[src/include/rsw_pkg.sv]
// constants and types shared by the reset-source and watchdog block
package rsw_pkg;

  // ----------------------------------------------------------------
  // clock and timing
  // ----------------------------------------------------------------
  localparam int REF_CLK_HZ = 20000000;
  localparam int CLK_PERIOD_NS = 1000000000 / REF_CLK_HZ;
  // clock monitor trips when no bus clock edge arrives within one slow period
  localparam int CLK_SLOW_HZ = 10000;
  localparam int CLK_FAIL_CYC = REF_CLK_HZ / CLK_SLOW_HZ;
  // power-on delay, a least time
  localparam int POR_DELAY_NS = 100000;
  localparam int POR_DELAY_CYC = (POR_DELAY_NS + CLK_PERIOD_NS - 1) / CLK_PERIOD_NS;
  // time the block pulls the shared reset line low after a watchdog or clock-monitor reset
  localparam int PIN_DRIVE_NS = 800;
  localparam int PIN_DRIVE_CYC = (PIN_DRIVE_NS + CLK_PERIOD_NS - 1) / CLK_PERIOD_NS;
  // bus clock cycles after reset in which the rate bits may be written
  localparam int E_WINDOW = 64;

  localparam int GAP_W = 12;
  localparam int TIMER_W = 12;
  localparam int ECNT_W = 7;
  localparam logic [GAP_W-1:0] CLK_FAIL_LAST = GAP_W'(CLK_FAIL_CYC - 1);
  localparam logic [TIMER_W-1:0] POR_DELAY_LAST = TIMER_W'(POR_DELAY_CYC - 1);
  localparam logic [TIMER_W-1:0] PIN_DRIVE_LAST = TIMER_W'(PIN_DRIVE_CYC - 1);
  localparam logic [ECNT_W-1:0] E_WINDOW_CNT = ECNT_W'(E_WINDOW);

  // ----------------------------------------------------------------
  // watchdog
  // ----------------------------------------------------------------
  localparam int WD_PRESCALE_DEF = 32768;
  localparam int WD_CNT_W = 21;
  localparam int RATE_SHIFT_STEP = 2;
  localparam logic [7:0] SVC_ARM = 8'h55;
  localparam logic [7:0] SVC_CLEAR = 8'hAA;

  // ----------------------------------------------------------------
  // register map (byte addresses) and fields
  // ----------------------------------------------------------------
  localparam int ADDR_W = 8;
  localparam logic [ADDR_W-1:0] ADDR_CTRL = 8'h00;
  localparam logic [ADDR_W-1:0] ADDR_SERVICE = 8'h04;
  localparam logic [ADDR_W-1:0] ADDR_STATUS = 8'h08;
  localparam logic [ADDR_W-1:0] ADDR_MASK = 8'h0C;
  localparam logic [ADDR_W-1:0] ADDR_COUNT = 8'h10;

  localparam int CTRL_RATE_LO = 0;
  localparam int CTRL_RATE_HI = 1;
  localparam int CTRL_WD_DIS = 2;
  localparam int CTRL_CLK_EN = 3;
  localparam int CTRL_SPECIAL = 4;

  localparam int STAT_W = 4;
  localparam int ST_WDOG = 0;
  localparam int ST_CLK = 1;
  localparam int ST_EXT = 2;
  localparam int ST_POR = 3;
  localparam logic [STAT_W-1:0] STAT_RESET = 4'h0;
  localparam logic [STAT_W-1:0] MASK_RESET = 4'h0;

  localparam logic [1:0] RESP_OKAY = 2'h0;
  localparam logic [1:0] RESP_SLVERR = 2'h2;

  // reset sequencer states, one-hot
  typedef enum logic [3:0] {
    RS_POR = 4'h1,
    RS_DRIVE = 4'h2,
    RS_WAIT = 4'h4,
    RS_RUN = 4'h8
  } rsw_rst_state_t;

endpackage

[src/rsw_clock_monitor.sv]
// bus clock edge detector and lost-clock monitor
module rsw_clock_monitor
  import rsw_pkg::*;
(
  input wire logic ref_clk,
  input wire logic reset,
  input wire logic enable,
  input wire logic busClk,
  output logic eTick,
  output logic clockFail
);

  logic busClkPrev_reg;
  logic [GAP_W-1:0] gap_reg;

  // ----------------------------------------------------------------
  // edge detect
  // ----------------------------------------------------------------
  // previous bus clock level
  always_ff @(posedge ref_clk or posedge reset)
  begin
    if (reset)
      busClkPrev_reg <= 1'b0;
    else
      busClkPrev_reg <= busClk;
  end

  assign eTick = busClk & ~busClkPrev_reg;

  // ----------------------------------------------------------------
  // gap counter
  // ----------------------------------------------------------------
  // saturating count of reference cycles since the last bus clock edge;
  // any clock faster than the slow limit never reaches the end
  always_ff @(posedge ref_clk or posedge reset)
  begin
    if (reset)
      gap_reg <= '0;
    else if (!enable || eTick)
      gap_reg <= '0;
    else if (gap_reg != CLK_FAIL_LAST)
      gap_reg <= gap_reg + 1'b1;
  end

  assign clockFail = enable && (gap_reg == CLK_FAIL_LAST);

endmodule

[src/rsw_wdog_counter.sv]
// watchdog count with prescaler and selectable extra divide
module rsw_wdog_counter
  import rsw_pkg::*;
#(
  parameter int PRESCALE = WD_PRESCALE_DEF
)
(
  input wire logic ref_clk,
  input wire logic reset,
  input wire logic restart,
  input wire logic run,
  input wire logic eTick,
  input wire logic [1:0] rateSel,
  output logic timeout,
  output logic [WD_CNT_W-1:0] count
);

  logic [WD_CNT_W-1:0] count_reg;
  logic [WD_CNT_W-1:0] limit;

  // ----------------------------------------------------------------
  // terminal count
  // ----------------------------------------------------------------
  // prescale times 1, 4, 16 or 64, minus one
  always_comb
  begin
    limit = WD_CNT_W'((PRESCALE << (RATE_SHIFT_STEP * int'(rateSel))) - 1);
  end

  // counts bus clock edges; >= guards a rate lowered mid-count
  always_ff @(posedge ref_clk or posedge reset)
  begin
    if (reset)
      count_reg <= '0;
    else if (restart)
      count_reg <= '0;
    else if (run && eTick)
    begin
      if (count_reg >= limit)
        count_reg <= '0;
      else
        count_reg <= count_reg + 1'b1;
    end
  end

  assign timeout = run && eTick && (count_reg >= limit);
  assign count = count_reg;

endmodule

[src/rsw_top.sv]
// reset source merge, watchdog and clock monitor with an AXI4-Lite register slave
//
// Our own choices: the register addresses and register access over AXI4-Lite.
module rsw_top
  import rsw_pkg::*;
#(
  parameter int WD_PRESCALE = WD_PRESCALE_DEF
)
(
  input wire logic ref_clk,
  input wire logic reset,
  input wire logic porDetect,
  input wire logic busClk,
  input wire logic specialMode,
  input wire logic resetPinIn,
  output logic resetPinOut,
  output logic resetPinOe_n,
  output logic mcuReset,
  output logic irq,
  input wire logic [ADDR_W-1:0] awaddr,
  input wire logic awvalid,
  output logic awready,
  input wire logic [31:0] wdata,
  input wire logic [3:0] wstrb,
  input wire logic wvalid,
  output logic wready,
  output logic [1:0] bresp,
  output logic bvalid,
  input wire logic bready,
  input wire logic [ADDR_W-1:0] araddr,
  input wire logic arvalid,
  output logic arready,
  output logic [31:0] rdata,
  output logic [1:0] rresp,
  output logic rvalid,
  input wire logic rready
);

  rsw_rst_state_t state_reg;
  logic [TIMER_W-1:0] timer_reg;
  logic pinLow;
  logic sysReset;
  logic eTick;
  logic clockFail;
  logic wdTimeout;
  logic [WD_CNT_W-1:0] wdCount;

  logic [1:0] rateSel_reg;
  logic wdDisable_reg;
  logic clkCheckEn_reg;
  logic rateLocked_reg;
  logic disLocked_reg;
  logic [ECNT_W-1:0] eCycles_reg;
  logic armed_reg;
  logic wdRestart;
  logic [STAT_W-1:0] status_reg;
  logic [STAT_W-1:0] mask_reg;
  logic [STAT_W-1:0] statusSet;
  logic [STAT_W-1:0] statusClr;

  logic awHeld_reg;
  logic [ADDR_W-1:0] awAddr_reg;
  logic wHeld_reg;
  logic [31:0] wData_reg;
  logic [3:0] wStrb_reg;
  logic bvalid_reg;
  logic [1:0] bresp_reg;
  logic rvalid_reg;
  logic [1:0] rresp_reg;
  logic [31:0] rdata_reg;
  logic doWrite;
  logic doRead;
  logic [ADDR_W-1:0] wrAddr;
  logic [ADDR_W-1:0] rdAddr;
  logic wrCtrl;
  logic wrService;
  logic wrMask;
  logic wrMapped;
  logic rateWritable;
  logic disWritable;
  logic [31:0] rdValue;
  logic rdMapped;

  // ----------------------------------------------------------------
  // reset sequencer
  // ----------------------------------------------------------------
  // the line is an input sampled as synchronous; low means a request
  assign pinLow = ~resetPinIn;

  // power-on delay, pin drive and wait-for-release; a new power-on
  // event restarts the delay from any state
  always_ff @(posedge ref_clk or posedge reset)
  begin
    if (reset)
    begin
      state_reg <= RS_POR;
      timer_reg <= '0;
    end
    else if (porDetect)
    begin
      state_reg <= RS_POR;
      timer_reg <= '0;
    end
    else
    begin
      unique case (state_reg)
        RS_POR:
        begin
          if (timer_reg == POR_DELAY_LAST)
          begin
            state_reg <= pinLow ? RS_WAIT : RS_RUN;
            timer_reg <= '0;
          end
          else
            timer_reg <= timer_reg + 1'b1;
        end
        RS_DRIVE:
        begin
          if (timer_reg == PIN_DRIVE_LAST)
          begin
            state_reg <= RS_WAIT;
            timer_reg <= '0;
          end
          else
            timer_reg <= timer_reg + 1'b1;
        end
        RS_WAIT:
        begin
          // released line may take a cycle to float back high
          if (!pinLow)
            state_reg <= RS_RUN;
        end
        RS_RUN:
        begin
          if (wdTimeout || clockFail)
          begin
            state_reg <= RS_DRIVE;
            timer_reg <= '0;
          end
        end
      endcase
    end
  end

  // internal reset follows every source; an outside pulse of any length
  // is honoured, longer ones simply stretch the reset
  assign sysReset = (state_reg != RS_RUN) || pinLow;
  assign mcuReset = sysReset;
  // open-drain style: value is always low, only the enable moves
  assign resetPinOut = 1'b0;
  assign resetPinOe_n = (state_reg != RS_DRIVE);

  // ----------------------------------------------------------------
  // clock monitor and watchdog count
  // ----------------------------------------------------------------
  rsw_clock_monitor u_clock_monitor (
    .ref_clk(ref_clk),
    .reset(reset),
    .enable(clkCheckEn_reg),
    .busClk(busClk),
    .eTick(eTick),
    .clockFail(clockFail)
  );

  rsw_wdog_counter #(
    .PRESCALE(WD_PRESCALE)
  ) u_wdog_counter (
    .ref_clk(ref_clk),
    .reset(reset),
    .restart(wdRestart),
    .run(!wdDisable_reg),
    .eTick(eTick),
    .rateSel(rateSel_reg),
    .timeout(wdTimeout),
    .count(wdCount)
  );

  // ----------------------------------------------------------------
  // bus write channel
  // ----------------------------------------------------------------
  // address and data are held separately so either may arrive first
  assign awready = ~awHeld_reg;
  assign wready = ~wHeld_reg;
  assign doWrite = awHeld_reg && wHeld_reg && !bvalid_reg;
  assign wrAddr = {awAddr_reg[ADDR_W-1:2], 2'b00};
  assign wrCtrl = doWrite && wStrb_reg[0] && (wrAddr == ADDR_CTRL);
  assign wrService = doWrite && wStrb_reg[0] && (wrAddr == ADDR_SERVICE);
  assign wrMask = doWrite && wStrb_reg[0] && (wrAddr == ADDR_MASK);
  assign wrMapped = (wrAddr == ADDR_CTRL) || (wrAddr == ADDR_SERVICE) ||
                    (wrAddr == ADDR_STATUS) || (wrAddr == ADDR_MASK) ||
                    (wrAddr == ADDR_COUNT);

  // write holding registers and response
  always_ff @(posedge ref_clk or posedge reset)
  begin
    if (reset)
    begin
      awHeld_reg <= 1'b0;
      awAddr_reg <= '0;
      wHeld_reg <= 1'b0;
      wData_reg <= '0;
      wStrb_reg <= '0;
      bvalid_reg <= 1'b0;
      bresp_reg <= RESP_OKAY;
    end
    else
    begin
      if (awvalid && !awHeld_reg)
      begin
        awHeld_reg <= 1'b1;
        awAddr_reg <= awaddr;
      end
      if (wvalid && !wHeld_reg)
      begin
        wHeld_reg <= 1'b1;
        wData_reg <= wdata;
        wStrb_reg <= wstrb;
      end
      if (doWrite)
      begin
        awHeld_reg <= 1'b0;
        wHeld_reg <= 1'b0;
        bvalid_reg <= 1'b1;
        bresp_reg <= wrMapped ? RESP_OKAY : RESP_SLVERR;
      end
      else if (bvalid_reg && bready)
        bvalid_reg <= 1'b0;
    end
  end

  assign bvalid = bvalid_reg;
  assign bresp = bresp_reg;

  // ----------------------------------------------------------------
  // control register with time protection
  // ----------------------------------------------------------------
  // bus clock edges since reset, saturating at the window length
  always_ff @(posedge ref_clk or posedge reset)
  begin
    if (reset)
      eCycles_reg <= '0;
    else if (sysReset)
      eCycles_reg <= '0;
    else if (eTick && (eCycles_reg != E_WINDOW_CNT))
      eCycles_reg <= eCycles_reg + 1'b1;
  end

  assign rateWritable = specialMode || (!rateLocked_reg && (eCycles_reg < E_WINDOW_CNT));
  assign disWritable = specialMode || !disLocked_reg;

  // writes landing during reset are dropped: reset wins
  always_ff @(posedge ref_clk or posedge reset)
  begin
    if (reset)
    begin
      rateSel_reg <= 2'h0;
      wdDisable_reg <= 1'b0;
      clkCheckEn_reg <= 1'b0;
      rateLocked_reg <= 1'b0;
      disLocked_reg <= 1'b0;
    end
    else if (sysReset)
    begin
      rateSel_reg <= 2'h0;
      wdDisable_reg <= 1'b0;
      clkCheckEn_reg <= 1'b0;
      rateLocked_reg <= 1'b0;
      disLocked_reg <= 1'b0;
    end
    else if (wrCtrl)
    begin
      clkCheckEn_reg <= wData_reg[CTRL_CLK_EN];
      if (rateWritable)
      begin
        rateSel_reg <= {wData_reg[CTRL_RATE_HI], wData_reg[CTRL_RATE_LO]};
        rateLocked_reg <= 1'b1;
      end
      if (disWritable)
      begin
        wdDisable_reg <= wData_reg[CTRL_WD_DIS];
        disLocked_reg <= 1'b1;
      end
    end
  end

  // ----------------------------------------------------------------
  // service sequence
  // ----------------------------------------------------------------
  // other values leave the arm state alone, so unrelated writes may sit
  // between the two service writes
  always_ff @(posedge ref_clk or posedge reset)
  begin
    if (reset)
      armed_reg <= 1'b0;
    else if (sysReset)
      armed_reg <= 1'b0;
    else if (wrService && (wData_reg[7:0] == SVC_ARM))
      armed_reg <= 1'b1;
    else if (wrService && (wData_reg[7:0] == SVC_CLEAR))
      armed_reg <= 1'b0;
  end

  assign wdRestart = sysReset ||
                     (wrService && armed_reg && (wData_reg[7:0] == SVC_CLEAR));

  // ----------------------------------------------------------------
  // event status and interrupt
  // ----------------------------------------------------------------
  always_comb
  begin
    statusSet = '0;
    statusSet[ST_WDOG] = (state_reg == RS_RUN) && wdTimeout;
    statusSet[ST_CLK] = (state_reg == RS_RUN) && clockFail;
    statusSet[ST_EXT] = (state_reg == RS_RUN) && pinLow;
    statusSet[ST_POR] = porDetect;
  end

  // cleared by reading; a new event in the clearing cycle survives
  always_ff @(posedge ref_clk or posedge reset)
  begin
    if (reset)
      status_reg <= STAT_RESET;
    else
      status_reg <= (status_reg & ~statusClr) | statusSet;
  end

  // mask survives internal resets so the cause can still be signalled
  always_ff @(posedge ref_clk or posedge reset)
  begin
    if (reset)
      mask_reg <= MASK_RESET;
    else if (wrMask)
      mask_reg <= wData_reg[STAT_W-1:0];
  end

  assign irq = |(status_reg & mask_reg);

  // ----------------------------------------------------------------
  // bus read channel
  // ----------------------------------------------------------------
  assign arready = ~rvalid_reg;
  assign doRead = arvalid && !rvalid_reg;
  assign rdAddr = {araddr[ADDR_W-1:2], 2'b00};
  assign statusClr = (doRead && (rdAddr == ADDR_STATUS)) ? status_reg : '0;

  // read data mux; unused upper bits read zero
  always_comb
  begin
    rdValue = '0;
    rdMapped = 1'b1;
    unique case (rdAddr)
      ADDR_CTRL:
      begin
        rdValue[CTRL_RATE_LO] = rateSel_reg[0];
        rdValue[CTRL_RATE_HI] = rateSel_reg[1];
        rdValue[CTRL_WD_DIS] = wdDisable_reg;
        rdValue[CTRL_CLK_EN] = clkCheckEn_reg;
        rdValue[CTRL_SPECIAL] = specialMode;
      end
      ADDR_SERVICE: rdValue[0] = armed_reg;
      ADDR_STATUS: rdValue[STAT_W-1:0] = status_reg;
      ADDR_MASK: rdValue[STAT_W-1:0] = mask_reg;
      ADDR_COUNT: rdValue[WD_CNT_W-1:0] = wdCount;
      default: rdMapped = 1'b0;
    endcase
  end

  always_ff @(posedge ref_clk or posedge reset)
  begin
    if (reset)
    begin
      rvalid_reg <= 1'b0;
      rdata_reg <= '0;
      rresp_reg <= RESP_OKAY;
    end
    else if (doRead)
    begin
      rvalid_reg <= 1'b1;
      rdata_reg <= rdValue;
      rresp_reg <= rdMapped ? RESP_OKAY : RESP_SLVERR;
    end
    else if (rvalid_reg && rready)
      rvalid_reg <= 1'b0;
  end

  assign rvalid = rvalid_reg;
  assign rdata = rdata_reg;
  assign rresp = rresp_reg;

endmodule

[config.mk]
export PLATFORM = sky130hd
export DESIGN_NAME = rsw_top
export DESIGN_NICKNAME = d
export VERILOG_FILES = /design/src/include/rsw_pkg.sv /design/src/rsw_clock_monitor.sv /design/src/rsw_wdog_counter.sv /design/src/rsw_top.sv
export SDC_FILE = /design/constraint.sdc
export NUM_CORES = 1
export LEC_CHECK = 0
export BUFFER_PORTS_ARGS = -buffer_cell sky130_fd_sc_hd__buf_2
export CELL_PAD_IN_SITES_DETAIL_PLACEMENT = 0
export CELL_PAD_IN_SITES_GLOBAL_PLACEMENT = 2
export CORE_MARGIN = 1
export CORE_UTILIZATION = 35
export CTS_CLUSTER_DIAMETER = 150
export CTS_CLUSTER_SIZE = 10
export DETAILED_ROUTE_END_ITERATION = 10
export PLACE_DENSITY = 0.86
export SETUP_SLACK_MARGIN = 0.3
export SLEW_MARGIN = 20
export SYNTH_ARGS = -nofsm -noshare
export SYNTH_HDL_FRONTEND = slang
export SYNTH_SLANG_ARGS = --single-unit
[constraint.sdc]
create_clock -name ref_clk -period 5 [get_ports ref_clk]
set_input_delay 1.5 -clock ref_clk [delete_from_list [all_inputs] [get_ports ref_clk]]
set_output_delay 1.5 -clock ref_clk [all_outputs]
set_load 0.02 [all_outputs]
== After elaboration in Yosys (flattened, before gate mapping) ==
Index checks and enable logic that the tools add are counted.

* Bits in registers: 118
* Bits of input ports: 63
* Output and inout bits: 45

* Add/subtract/negate cells: 5
* $lt $le $gt $ge: 2
* Equality and inequality tests: 25
* Shifts and indexed selects: 1
* Multiplexer cells: 52
* Bitwise logic cells: 10
* Reduce and logical (&&, ||, !) cells: 62

{| class="wikitable"
|+ Operator list
! cell !! count
|-
| $mux 12 || 6
|-
| $mux 21 || 3
|-
| $pmux 12 s3 || 1
|-
| $mux 4 || 7
|-
| $add 12x1->12 const B || 2
|-
| $eq 12x11->1 const B || 2
|-
| $eq 6x2->1 const B || 4
|-
| $logic_and 1x1->1 || 24
|-
| $mux 1 || 23
|-
| $add 21x1->21 const B || 1
|-
| $ge 21x21->1 || 1
|-
| $shl 16x3->21 const A || 1
|-
| $sub 21x2->21 const B || 1
|-
| $reduce_bool 2->1 || 10
|-
| $logic_not 8->1 || 2
|-
| $mux 16 || 1
|-
| $pmux 4 s4 || 1
|-
| $mux 7 || 2
|-
| $eq 12x4->1 const B || 1
|-
| $eq 6x1->1 const B || 2
|-
| $eq 6x3->1 const B || 2
|-
| $ne 12x11->1 const B || 1
|-
| $ne 3x3->1 const B || 4
|-
| $pmux 3 s4 || 1
|-
| 27 further kinds || 54
|}

== Longest topological paths before layout ==
Gate-level depths: netlist of run 1.

* Depth in word-level cells: 8
* Mapped depth: 12
* Gate-level depth less buffers: 11

== Modules after synthesis ==
A second synthesis of run 1 with hierarchy kept.

* Cell total of the unflattened synthesis: 650
* Area total of the unflattened synthesis: 6134.6 um2

{| class="wikitable"
|+ Modules (own cells, without submodules)
! module !! times used !! cells each !! area an instance (um2) !! sequential area each (um2)
|-
| rsw_top || 1 || 418 || 4025.1 || 2003.2
|-
| rsw_wdog_counter || 1 || 165 || 1456.4 || 525.5
|-
| rsw_clock_monitor || 1 || 67 || 653.1 || 325.3
|}

== Least setup slack after synthesis of run 1 ==
Ideal clock, no wire load.

* Path kind: in2out
* Start point: in resetPinIn
* End point: out mcuReset
* Data arrival time: 2.181 ns
* Data required time: 3.500 ns
* Setup slack: 1.319 ns
* Cell stages on the path: 3
* Path buffers: 2
* Cells stage by stage: clkbuf_1 > nand2_2 > clkbuf_1

* Word-level cells in the longest chain between the ends: 2

{| class="wikitable"
|+ Ends and longest elaborated chain
! item !! line !! RTL
|-
| start, declared || rsw_top.sv:15 || <nowiki>input wire logic resetPinIn,</nowiki>
|-
| $not 1->1 || rsw_top.sv:88 || <nowiki>assign pinLow = ~resetPinIn;</nowiki>
|-
| $logic_or 1x1->1 || rsw_top.sv:147 || <nowiki>assign sysReset = (state_reg != RS_RUN) || pinLow;</nowiki>
|-
| end, declared || rsw_top.sv:18 || <nowiki>output logic mcuReset,</nowiki>
|}

Every way passes these cells.

== Final worst setup path of run 1 ==
Ends and elaborated chain as after synthesis.

==> flow_metrics.py, run 1 <==
metrics = {
    "floorplanning": {
        "die_area_mm2": 0.0175,
        "fp.dieH_um": 132,
        "rows": 47,
        "io_pins": 108,
        "coreArea_mm2": 0.0166,
        "start_util_pct": 35.8,
        "die_x_um": 132,
    },
    "cts": {
        "cts_tree": "built",
        "clk_pin_slew_ns": 0.05,
        "htree_levels": 4,
        "cts_sinks": 114,
        "cts_resized": 0,
        "clock_latency_ns": 0.41,
        "clockBufferDepth": 2,
        "numCtsBuffers": 17,
        "cts_setup_buffers": 0,
        "root_buffer": "clkbuf_16",
        "cts-hold-fix-buffers": 0,
    },
    "run_status": {
        "status": "completed",
    },
    "min_path": {
        "min_path_cells": 2,
        "hold_class": "reg -> reg",
    },
    "power": {
        "p_leak_nw": 3.10,
        "max-vdd-ir-drop_uv": 288,
        "power_density_mw_per_mm2": 397,
        "power.total_w": 0.00278,
    },
    "yosys": {
        "synth_area_mm2": 0.00594,
        "ys_types": 68,
        "synth_warnings": 0,
        "avgSynthCellArea_um2": 10.1,
        "synth-edff-count": 0,
        "synth-seq-cells": 114,
        "ys_seq_area_share_pct": 48.0,
        "async_flop_share_pct": 100,
        "ys.flop_type": "dfrtp_1",
        "synthCells": 590,
    },
    "worst_setup_path": {
        "critPathRequiredTime_ns": 3.50,
        "r2r_setup_slack_ns": 1.78,
        "crit_end": "mcuReset",
        "startpoint": "resetPinIn",
        "worstSetupPathType": "in -> out",
        "crit_fanout": 15,
        "rr_startpoint": "rateSel_reg[0]$_DFFE_PP0P_",
        "reg2regPathDepth": 10,
        "arrival_ns": 2.16,
        "worstSetupStartpointType": "input pin",
        "crit_path_end_kind": "output port",
        "reg2reg_to": "timer_reg[1]$_DFFE_PP0P_",
    },
    "placed_design": {
        "gp_congestion": 0.801,
        "dpl.hpwl_mm": 9.32,
        "portBuffers": 62,
    },
    "flow_run": {
        "cap_violations": 0,
    },
    "cells_and_area": {
        "area_growth_pct": 17.8,
        "fill_cells": 1649,
        "layout_commonest_cell": "dfrtp_1",
        "drive_above_1_share_pct": 21.7,
        "layout_common_cells": "113 x dfrtp_1, 65 x nor2_1, 62 x buf_2",
        "n_antenna_cell": 0,
        "nets": 725,
        "final_core_util_pct": 42.2,
    },
    "sta": {
        "hold_viol": 0,
        "period_share_pct": 73.2,
        "final-setup-viol-count": 0,
        "clock_skew_ns": 0.00760,
        "period_needed_ns": 3.66,
        "tightest_slew_ns": 0.824,
        "rsz0062_at_grt": "no",
        "maxSlewHeadroom_pct": 45.1,
        "fmax_mhz": 273,
        "report.final.slew_viol_count": 0,
        "finalSetupTns_ns": 0,
    },
    "routing": {
        "num_vias": 4523,
        "avgViaCountPerCell": 5.11,
        "wl_per_cell_um": 14.7,
        "postRouteAntennaNets": 0,
        "route.detailed.drc": 0,
        "drt_pass1_iterations": 4,
        "routed_wl_mm": 13.0,
        "drt_iter0_markers": 393,
    },
    "global_route": {
        "grt_usage_pct": 16.1,
        "grt-ovfl-total": 0,
        "grt_max_degree": 65,
        "antenna_found_initial": 0,
        "first_global_vias": 4554,
        "grt_pass1_wl_mm": 22.1,
    },
}
cells by family after synthesis:
logic type,Yosys count,share of synthesized area (%)
buf+inv,60,5.03
simple gates,218,19.0
fa+ha+maj,10,2.11
mux,34,6.19
flops,114,48.0
compound gates,124,15.3
other cells,1,0.0631
xor+xnor,29,4.27
cell usage after synthesis, types with 3 or more instances:
library cell / n / area share, %
xnor2_1: 13 / 1.9
o2111ai_1: 4 / 0.59
a22oi_1: 3 / 0.38
a211oi_1: 3 / 0.38
o31ai_1: 3 / 0.38
a22o_1: 18 / 2.7
o22ai_1: 3 / 0.32
nor2b_1: 4 / 0.42
o21a_1: 3 / 0.38
a21o_1: 4 / 0.51
inv_1: 23 / 1.5
a21oi_1: 14 / 1.2
nand2_1: 52 / 3.3
nor4b_1: 4 / 0.59
nand3b_1: 3 / 0.38
nand3_1: 15 / 1.3
nor3_1: 13 / 1.1
buf_4: 14 / 1.8
mux2i_1: 12 / 2.0
or3_1: 9 / 0.95
o21ai_0: 32 / 2.7
mux2_2: 22 / 4.2
o211ai_1: 6 / 0.76
and3_1: 15 / 1.6
ha_1: 10 / 2.1
clkbuf_1: 16 / 1.0
nor2_1: 65 / 4.1
buf_2: 5 / 0.42
o22a_2: 10 / 1.7
o22a_1: 4 / 0.59
nand2b_1: 9 / 0.95
dfrtp_1: 113 / 48
a31oi_1: 5 / 0.53
and2_1: 3 / 0.32
nand4_1: 4 / 0.42
xor2_1: 16 / 2.4
metrics by stage:
stage | hold WS [ns] | setup slack, ns | instance area [um^2] | std cells
finish | 0.483 | 1.34 | 7000 | 885
global placement | 0.464 | 1.36 | 6400 | 853
floorplan | 0.466 | 0.486 | 5990 | 603
detailed placement | 0.473 | 1.33 | 6400 | 853
CTS | 0.485 | 1.33 | 7000 | 885
global route | 0.513 | 1.26 | 7000 | 885
how the worst min path moves through the flow:
stage,slack [ns],startpoint,end
after floorplan,0.47,disLocked_reg$_DFFE_PP0P_,disLocked_reg$_DFFE_PP0P_
after global placement,0.46,rdata[0]$_DFFE_PP0P_,rdata[0]$_DFFE_PP0P_
after detailed placement,0.47,rdata[2]$_DFFE_PP0P_,rdata[2]$_DFFE_PP0P_
after CTS,0.49,rdata[2]$_DFFE_PP0P_,rdata[2]$_DFFE_PP0P_
after global routing,0.51,awAddr_reg[6]$_DFFE_PP0P_,awAddr_reg[6]$_DFFE_PP0P_
final,0.48,rdata[2]$_DFFE_PP0P_,rdata[2]$_DFFE_PP0P_
worst max-delay path, cell delays in order:
cell and delay [ns]:
buf_2 0.18, nand2_2 0.22, buf_2 0.25
final cells by class:
type	instances	area (um^2)	share of cell area [%]
clock buffer	19	433	6.19
sequential	114	2850	40.8
tap	220	275	3.93
inverter	23	88.8	1.27
clock inverter	13	161	2.31
multi-input combinational	429	2840	40.6
timing repair buffer	67	348	4.97
report_power, final:
group	internal (W)	leakage [nW]	switching, W	total [W]
registers	0.00104	1.52	0.000113	0.00116
clock network	0.000781	0.279	0.000430	0.00121
logic	0.000188	1.30	0.000223	0.000412
layer usage:
metal | up-vias | track usage [%] | part of all wire (%)
met5 | - | 0 | 0
met4 | 0 | 6.58 | 1.0
met3 | 10 | 4.46 | 4.3
met2 | 97 | 25.5 | 47
met1 | 2199 | 20.7 | 47
li1 | 2217 | - | -
Power figures use the tool's default switching activity.
==> run 2, diff against run 1 <==
==> constraint.sdc (replaced) <==
create_clock -name ref_clk -period 3.7 [get_ports ref_clk]
set_input_delay 1.11 -clock ref_clk [delete_from_list [all_inputs] [get_ports ref_clk]]
set_output_delay 1.11 -clock ref_clk [all_outputs]
set_load 0.02 [all_outputs]
==> flow_metrics.py, run 2 (same netlist as run 1, synthesis figures left out) <==
metrics = {
    "run_status": {
        "status": "completed",
    },
    "power": {
        "max-vdd-ir-drop_uv": 405,
        "p_seq_share_pct": 39.9,
        "switching_share_pct": 26.4,
        "power_frac_comb_pct": 14.3,
        "power_density_mw_per_mm2": 551,
        "p_leak_nw": 3.15,
        "power.total_w": 0.00391,
        "p_clk_share_pct": 45.8,
        "p_int_w": 0.00288,
        "p_sw_w": 0.00103,
    },
    "worst_setup_path": {
        "crit_fanout": 11,
        "crit_path_end_kind": "register",
        "worstSetupStartpointType": "register",
        "critPathRequiredTime_ns": 3.98,
        "worstSetupPathType": "reg -> reg",
        "arrival_ns": 3.49,
    },
    "routing": {
        "drt_pass1_iterations": 4,
        "routed_wl_mm": 13.2,
        "highest_layer": "met4",
        "postRouteAntennaNets": 0,
        "wl_per_cell_um": 14.9,
        "num_vias": 4538,
        "avgViaCountPerCell": 5.10,
        "drt-met1-wl_mm": 6.25,
        "dr_wl_met2_mm": 6.30,
        "wl_met3_um": 522,
        "route.detailed.drc": 0,
        "drt_iter0_markers": 290,
    },
    "cells_and_area": {
        "final_core_util_pct": 42.8,
        "nets": 729,
        "fill_cells": 1609,
        "layout_common_cells": "113 x dfrtp_1, 65 x nor2_1, 62 x buf_2",
        "drive_above_1_share_pct": 22.3,
        "n_antenna_cell": 0,
        "layout_commonest_cell": "dfrtp_1",
        "area_growth_pct": 19.5,
    },
    "cts": {
        "cts-hold-fix-buffers": 0,
        "clockBufferDepth": 2,
        "clk_pin_slew_ns": 0.06,
        "cts_setup_buffers": 0,
        "root_buffer": "clkbuf_16",
        "cts_tree": "built",
        "cts_sinks": 114,
        "cts_resized": 0,
        "clock_latency_ns": 0.42,
        "numCtsBuffers": 17,
        "htree_levels": 4,
    },
    "sta": {
        "tightest_slew_ns": 0.735,
        "finalSetupTns_ns": 0,
        "final-setup-viol-count": 0,
        "period_needed_ns": 3.20,
        "report.final.slew_viol_count": 0,
        "hold_viol": 0,
        "maxSlewHeadroom_pct": 50.9,
        "fmax_mhz": 312,
        "period_share_pct": 86.6,
        "rsz0062_at_grt": "no",
        "clock_skew_ns": 0.00509,
    },
    "min_path": {
        "hold_class": "reg -> reg",
    },
    "global_route": {
        "antenna_found_initial": 0,
        "grt_pass1_wl_mm": 21.9,
        "grt_usage_pct": 16.0,
        "first_global_vias": 4475,
        "grt_max_degree": 43,
        "grt-ovfl-total": 0,
    },
    "floorplanning": {
        "coreArea_mm2": 0.0166,
        "start_util_pct": 35.8,
        "fp.dieH_um": 132,
        "io_pins": 108,
        "die_x_um": 132,
        "rows": 47,
        "die_area_mm2": 0.0175,
    },
    "placed_design": {
        "gp_congestion": 0.833,
        "dpl.hpwl_mm": 9.61,
        "portBuffers": 62,
    },
    "flow_run": {
        "cap_violations": 0,
    },
}
==> run 2: worst max-delay path: stages, from the launching register on <==
cell       delay (ns)
dfrtp_1          0.42
nor2_1           0.16
inv_1            0.10
ha_1             0.31
ha_1             0.28
and4_1           0.20
and3b_1          0.18
a311o_4          0.48
a2111oi_4        0.39
or2_1            0.41
o21ai_0          0.16
==> run 2: path summary, 6_finish.rpt <==
path,from,endpoint,slack [ns],cells after the start
hold / removal,rdata[1]$_DFFE_PP0P_,rdata[1]$_DFFE_PP0P_,0.48,2
setup / recovery,rateSel_reg[0]$_DFFE_PP0P_,timer_reg[1]$_DFFE_PP0P_,0.50,10
setup reg to reg,rateSel_reg[0]$_DFFE_PP0P_,timer_reg[1]$_DFFE_PP0P_,0.50,10
max in group asynchronous,reset,u_wdog_counter.count[11]$_DFFE_PP0P_,2.11,4
hold reg to reg,rdata[1]$_DFFE_PP0P_,rdata[1]$_DFFE_PP0P_,0.48,2
min in group asynchronous,reset,u_clock_monitor.gap_reg[3]$_DFFE_PP0P_,0.75,2
==> run 2: per-layer routing <==
layer	global-route usage, %	up-vias
li1	-	2220
met1	20.5	2216
met2	25.5	89
met3	4.54	13
met4	6.26	0
met5	0	-
==> run 2: metrics by stage <==
stage / instances / hold slack (ns) / area (um^2) / setup slack, ns
floorplan: 603 / 0.466 / 6000 / 0.799
global placement: 857 / 0.467 / 6450 / 0.617
detailed placement: 857 / 0.468 / 6450 / 0.479
CTS: 889 / 0.482 / 7100 / 0.472
global route: 889 / 0.515 / 7100 / 0.348
finish: 889 / 0.480 / 7100 / 0.497
==> run 2: power by group through the flow <==
stage | Clock (W) | Sequential [W] | Combinational (W)
6_report | 0.00179 | 0.00156 | 0.000562
5_1_grt | 0.00190 | 0.00159 | 0.000624
4_1_cts | 0.00184 | 0.00156 | 0.000572
3_5_place_dp | 0 | 0.00158 | 0.000569
3_3_place_gp | 0 | 0.00157 | 0.000550
2_1_floorplan | 0 | 0.00155 | 0.000446
==> run 2: area by class of cell <==
cell class,instances,area (um^2),share of cell area (%)
Clock buffer,19,443,6.24
Inverter,23,90.1,1.27
Sequential cell,114,2850,40.2
Clock inverter,13,209,2.94
Tap cell,220,275,3.88
Timing Repair Buffer,71,390,5.50
Multi-Input combinational cell,429,2840,40.0
==> run 3, diff against run 2 <==
--- a/config.mk
+++ b/config.mk
@@ -9,11 +9,12 @@
 export CELL_PAD_IN_SITES_DETAIL_PLACEMENT = 0
 export CELL_PAD_IN_SITES_GLOBAL_PLACEMENT = 2
 export CORE_MARGIN = 1
-export CORE_UTILIZATION = 35
+export CORE_UTILIZATION = 38
 export CTS_CLUSTER_DIAMETER = 150
 export CTS_CLUSTER_SIZE = 10
 export DETAILED_ROUTE_END_ITERATION = 10
-export PLACE_DENSITY = 0.86
+export PLACE_DENSITY = 0.91
+export REMOVE_ABC_BUFFERS = 1
 export SETUP_SLACK_MARGIN = 0.3
 export SLEW_MARGIN = 20
 export SYNTH_ARGS = -nofsm -noshare
==> constraint.sdc (replaced) <==
create_clock -name ref_clk -period 4 [get_ports ref_clk]
set_input_delay 1.2 -clock ref_clk [delete_from_list [all_inputs] [get_ports ref_clk]]
set_output_delay 1.2 -clock ref_clk [all_outputs]
set_load 0.02 [all_outputs]
==> flow_metrics.py, run 3 (same netlist as run 1, synthesis figures left out) <==
metrics = {
    "power": {
        "power_frac_comb_pct": 14.2,
        "p_clk_share_pct": 46.2,
        "p_sw_w": 0.000976,
        "power_density_mw_per_mm2": 517,
        "max-vdd-ir-drop_uv": 424,
        "p_seq_share_pct": 39.6,
        "power.total_w": 0.00365,
        "p_leak_nw": 3.14,
        "p_int_w": 0.00268,
        "switching_share_pct": 26.7,
    },
    "cts": {
        "cts_resized": 0,
        "clk_pin_slew_ns": 0.06,
        "cts_setup_buffers": 0,
        "cts_tree": "built",
        "numCtsBuffers": 17,
        "clock_latency_ns": 0.43,
        "root_buffer": "clkbuf_16",
        "cts_sinks": 114,
        "cts-hold-fix-buffers": 0,
        "clockBufferDepth": 2,
        "htree_levels": 4,
    },
    "global_route": {
        "antenna_found_initial": 0,
        "first_global_vias": 4534,
        "grt-ovfl-total": 0,
        "grt_usage_pct": 17.7,
        "grt_pass1_wl_mm": 22.3,
        "grt_max_degree": 61,
    },
    "sta": {
        "fmax_mhz": 314,
        "tightest_slew_ns": 0.772,
        "maxSlewHeadroom_pct": 48.5,
        "period_needed_ns": 3.18,
        "clock_skew_ns": 0.00546,
        "hold_viol": 0,
        "report.final.slew_viol_count": 0,
        "final-setup-viol-count": 0,
        "rsz0062_at_grt": "no",
        "period_share_pct": 79.6,
    },
    "worst_setup_path": {
        "critPathRequiredTime_ns": 4.29,
        "crit_fanout": 11,
        "rr_startpoint": "rateSel_reg[0]$_DFFE_PP0P_",
        "worstSetupStartpointType": "register",
        "startpoint": "rateSel_reg[0]$_DFFE_PP0P_",
        "arrival_ns": 3.47,
        "crit_path_end_kind": "register",
        "worstSetupPathType": "reg -> reg",
    },
    "placed_design": {
        "place_inst": 846,
        "portBuffers": 62,
        "postPlaceCellArea_mm2": 0.00641,
        "dpl.hpwl_mm": 9.14,
        "gp_congestion": 0.835,
    },
    "routing": {
        "routed_wl_mm": 13.0,
        "drt_pass1_iterations": 4,
        "num_vias": 4542,
        "postRouteAntennaNets": 0,
        "route.detailed.drc": 0,
        "avgViaCountPerCell": 5.17,
        "drt_iter0_markers": 317,
        "wl_per_cell_um": 14.8,
    },
    "flow_run": {
        "cap_violations": 0,
    },
    "cells_and_area": {
        "drive_above_1_share_pct": 22.2,
        "layout_common_cells": "113 x dfrtp_1, 65 x nor2_1, 62 x buf_2",
        "layout_commonest_cell": "dfrtp_1",
        "layout.cells.non_filler": 878,
        "n_antenna_cell": 0,
        "area_growth_pct": 18.9,
        "fin_area_mm2": 0.00707,
        "nets": 727,
    },
    "floorplanning": {
        "die_x_um": 127,
        "start_util_pct": 39.0,
        "io_pins": 108,
        "coreArea_mm2": 0.0153,
        "die_area_mm2": 0.0161,
        "rows": 45,
        "fp.dieH_um": 127,
    },
    "run_status": {
        "status": "completed",
    },
    "min_path": {
        "hold_class": "reg -> reg",
        "min_from": "rdata[0]$_DFFE_PP0P_",
    },
}
-- run 3: path summary, 6_finish.rpt --
path | end | slack (ns) | cells past startpoint
min in group asynchronous | rvalid$_DFFE_PP0P_ | 0.92 | 2
setup / recovery | timer_reg[1]$_DFFE_PP0P_ | 0.82 | 10
hold / removal | rdata[0]$_DFFE_PP0P_ | 0.49 | 2
hold reg to reg | rdata[0]$_DFFE_PP0P_ | 0.49 | 2
setup reg to reg | timer_reg[1]$_DFFE_PP0P_ | 0.82 | 10
max in group asynchronous | timer_reg[9]$_DFFE_PP0P_ | 2.31 | 3
-- run 3: per-stage QoR --
stage	setup slack, ns	hold slack [ns]	TNS, ns	util (%)
after floorplan	-0.214	0.466	-24.19	-
after global placement	0.909	0.480	0	42.0
after detailed placement	0.788	0.484	0	42.0
after CTS	0.803	0.497	0	46.3
after global routing	0.616	0.508	0	46.3
final	0.817	0.485	0	46.3
-- run 3: layout make-up --
type	instances	area (um^2)
Clock inverter	13	206
Sequential cell	114	2850
Tap cell	211	264
Clock buffer	19	453
Multi-Input combinational cell	429	2840
Timing Repair Buffer	69	363
Inverter	23	88.8
Fill cell	1458	8190
-- run 3: routing by layer --
metal | vias up | global-route usage, % | routed length [um]
li1 | 2210 | - | -
met1 | 2219 | 22.5 | 6130
met2 | 93 | 28.3 | 6140
met3 | 20 | 4.52 | 491
met4 | 0 | 7.98 | 240
met5 | - | 0 | 0
-- run 3: power groups by stage --
stage / Clock (W) / Sequential [W] / Combinational (W)
floorplan: 0 / 0.00144 / 0.000377
global placement: 0 / 0.00146 / 0.000505
detailed placement: 0 / 0.00146 / 0.000525
CTS: 0.00171 / 0.00145 / 0.000527
global route: 0.00177 / 0.00147 / 0.000579
finish: 0.00169 / 0.00145 / 0.000519
-- run 3: critical path: stages (launching register included) --
cell,delay [ns]
dfrtp_1,0.42
nor2_1,0.17
inv_1,0.09
ha_1,0.30
ha_1,0.27
and4_1,0.19
and3b_1,0.17
a311o_4,0.48
a2111oi_4,0.40
or2_1,0.41
o21ai_0,0.16
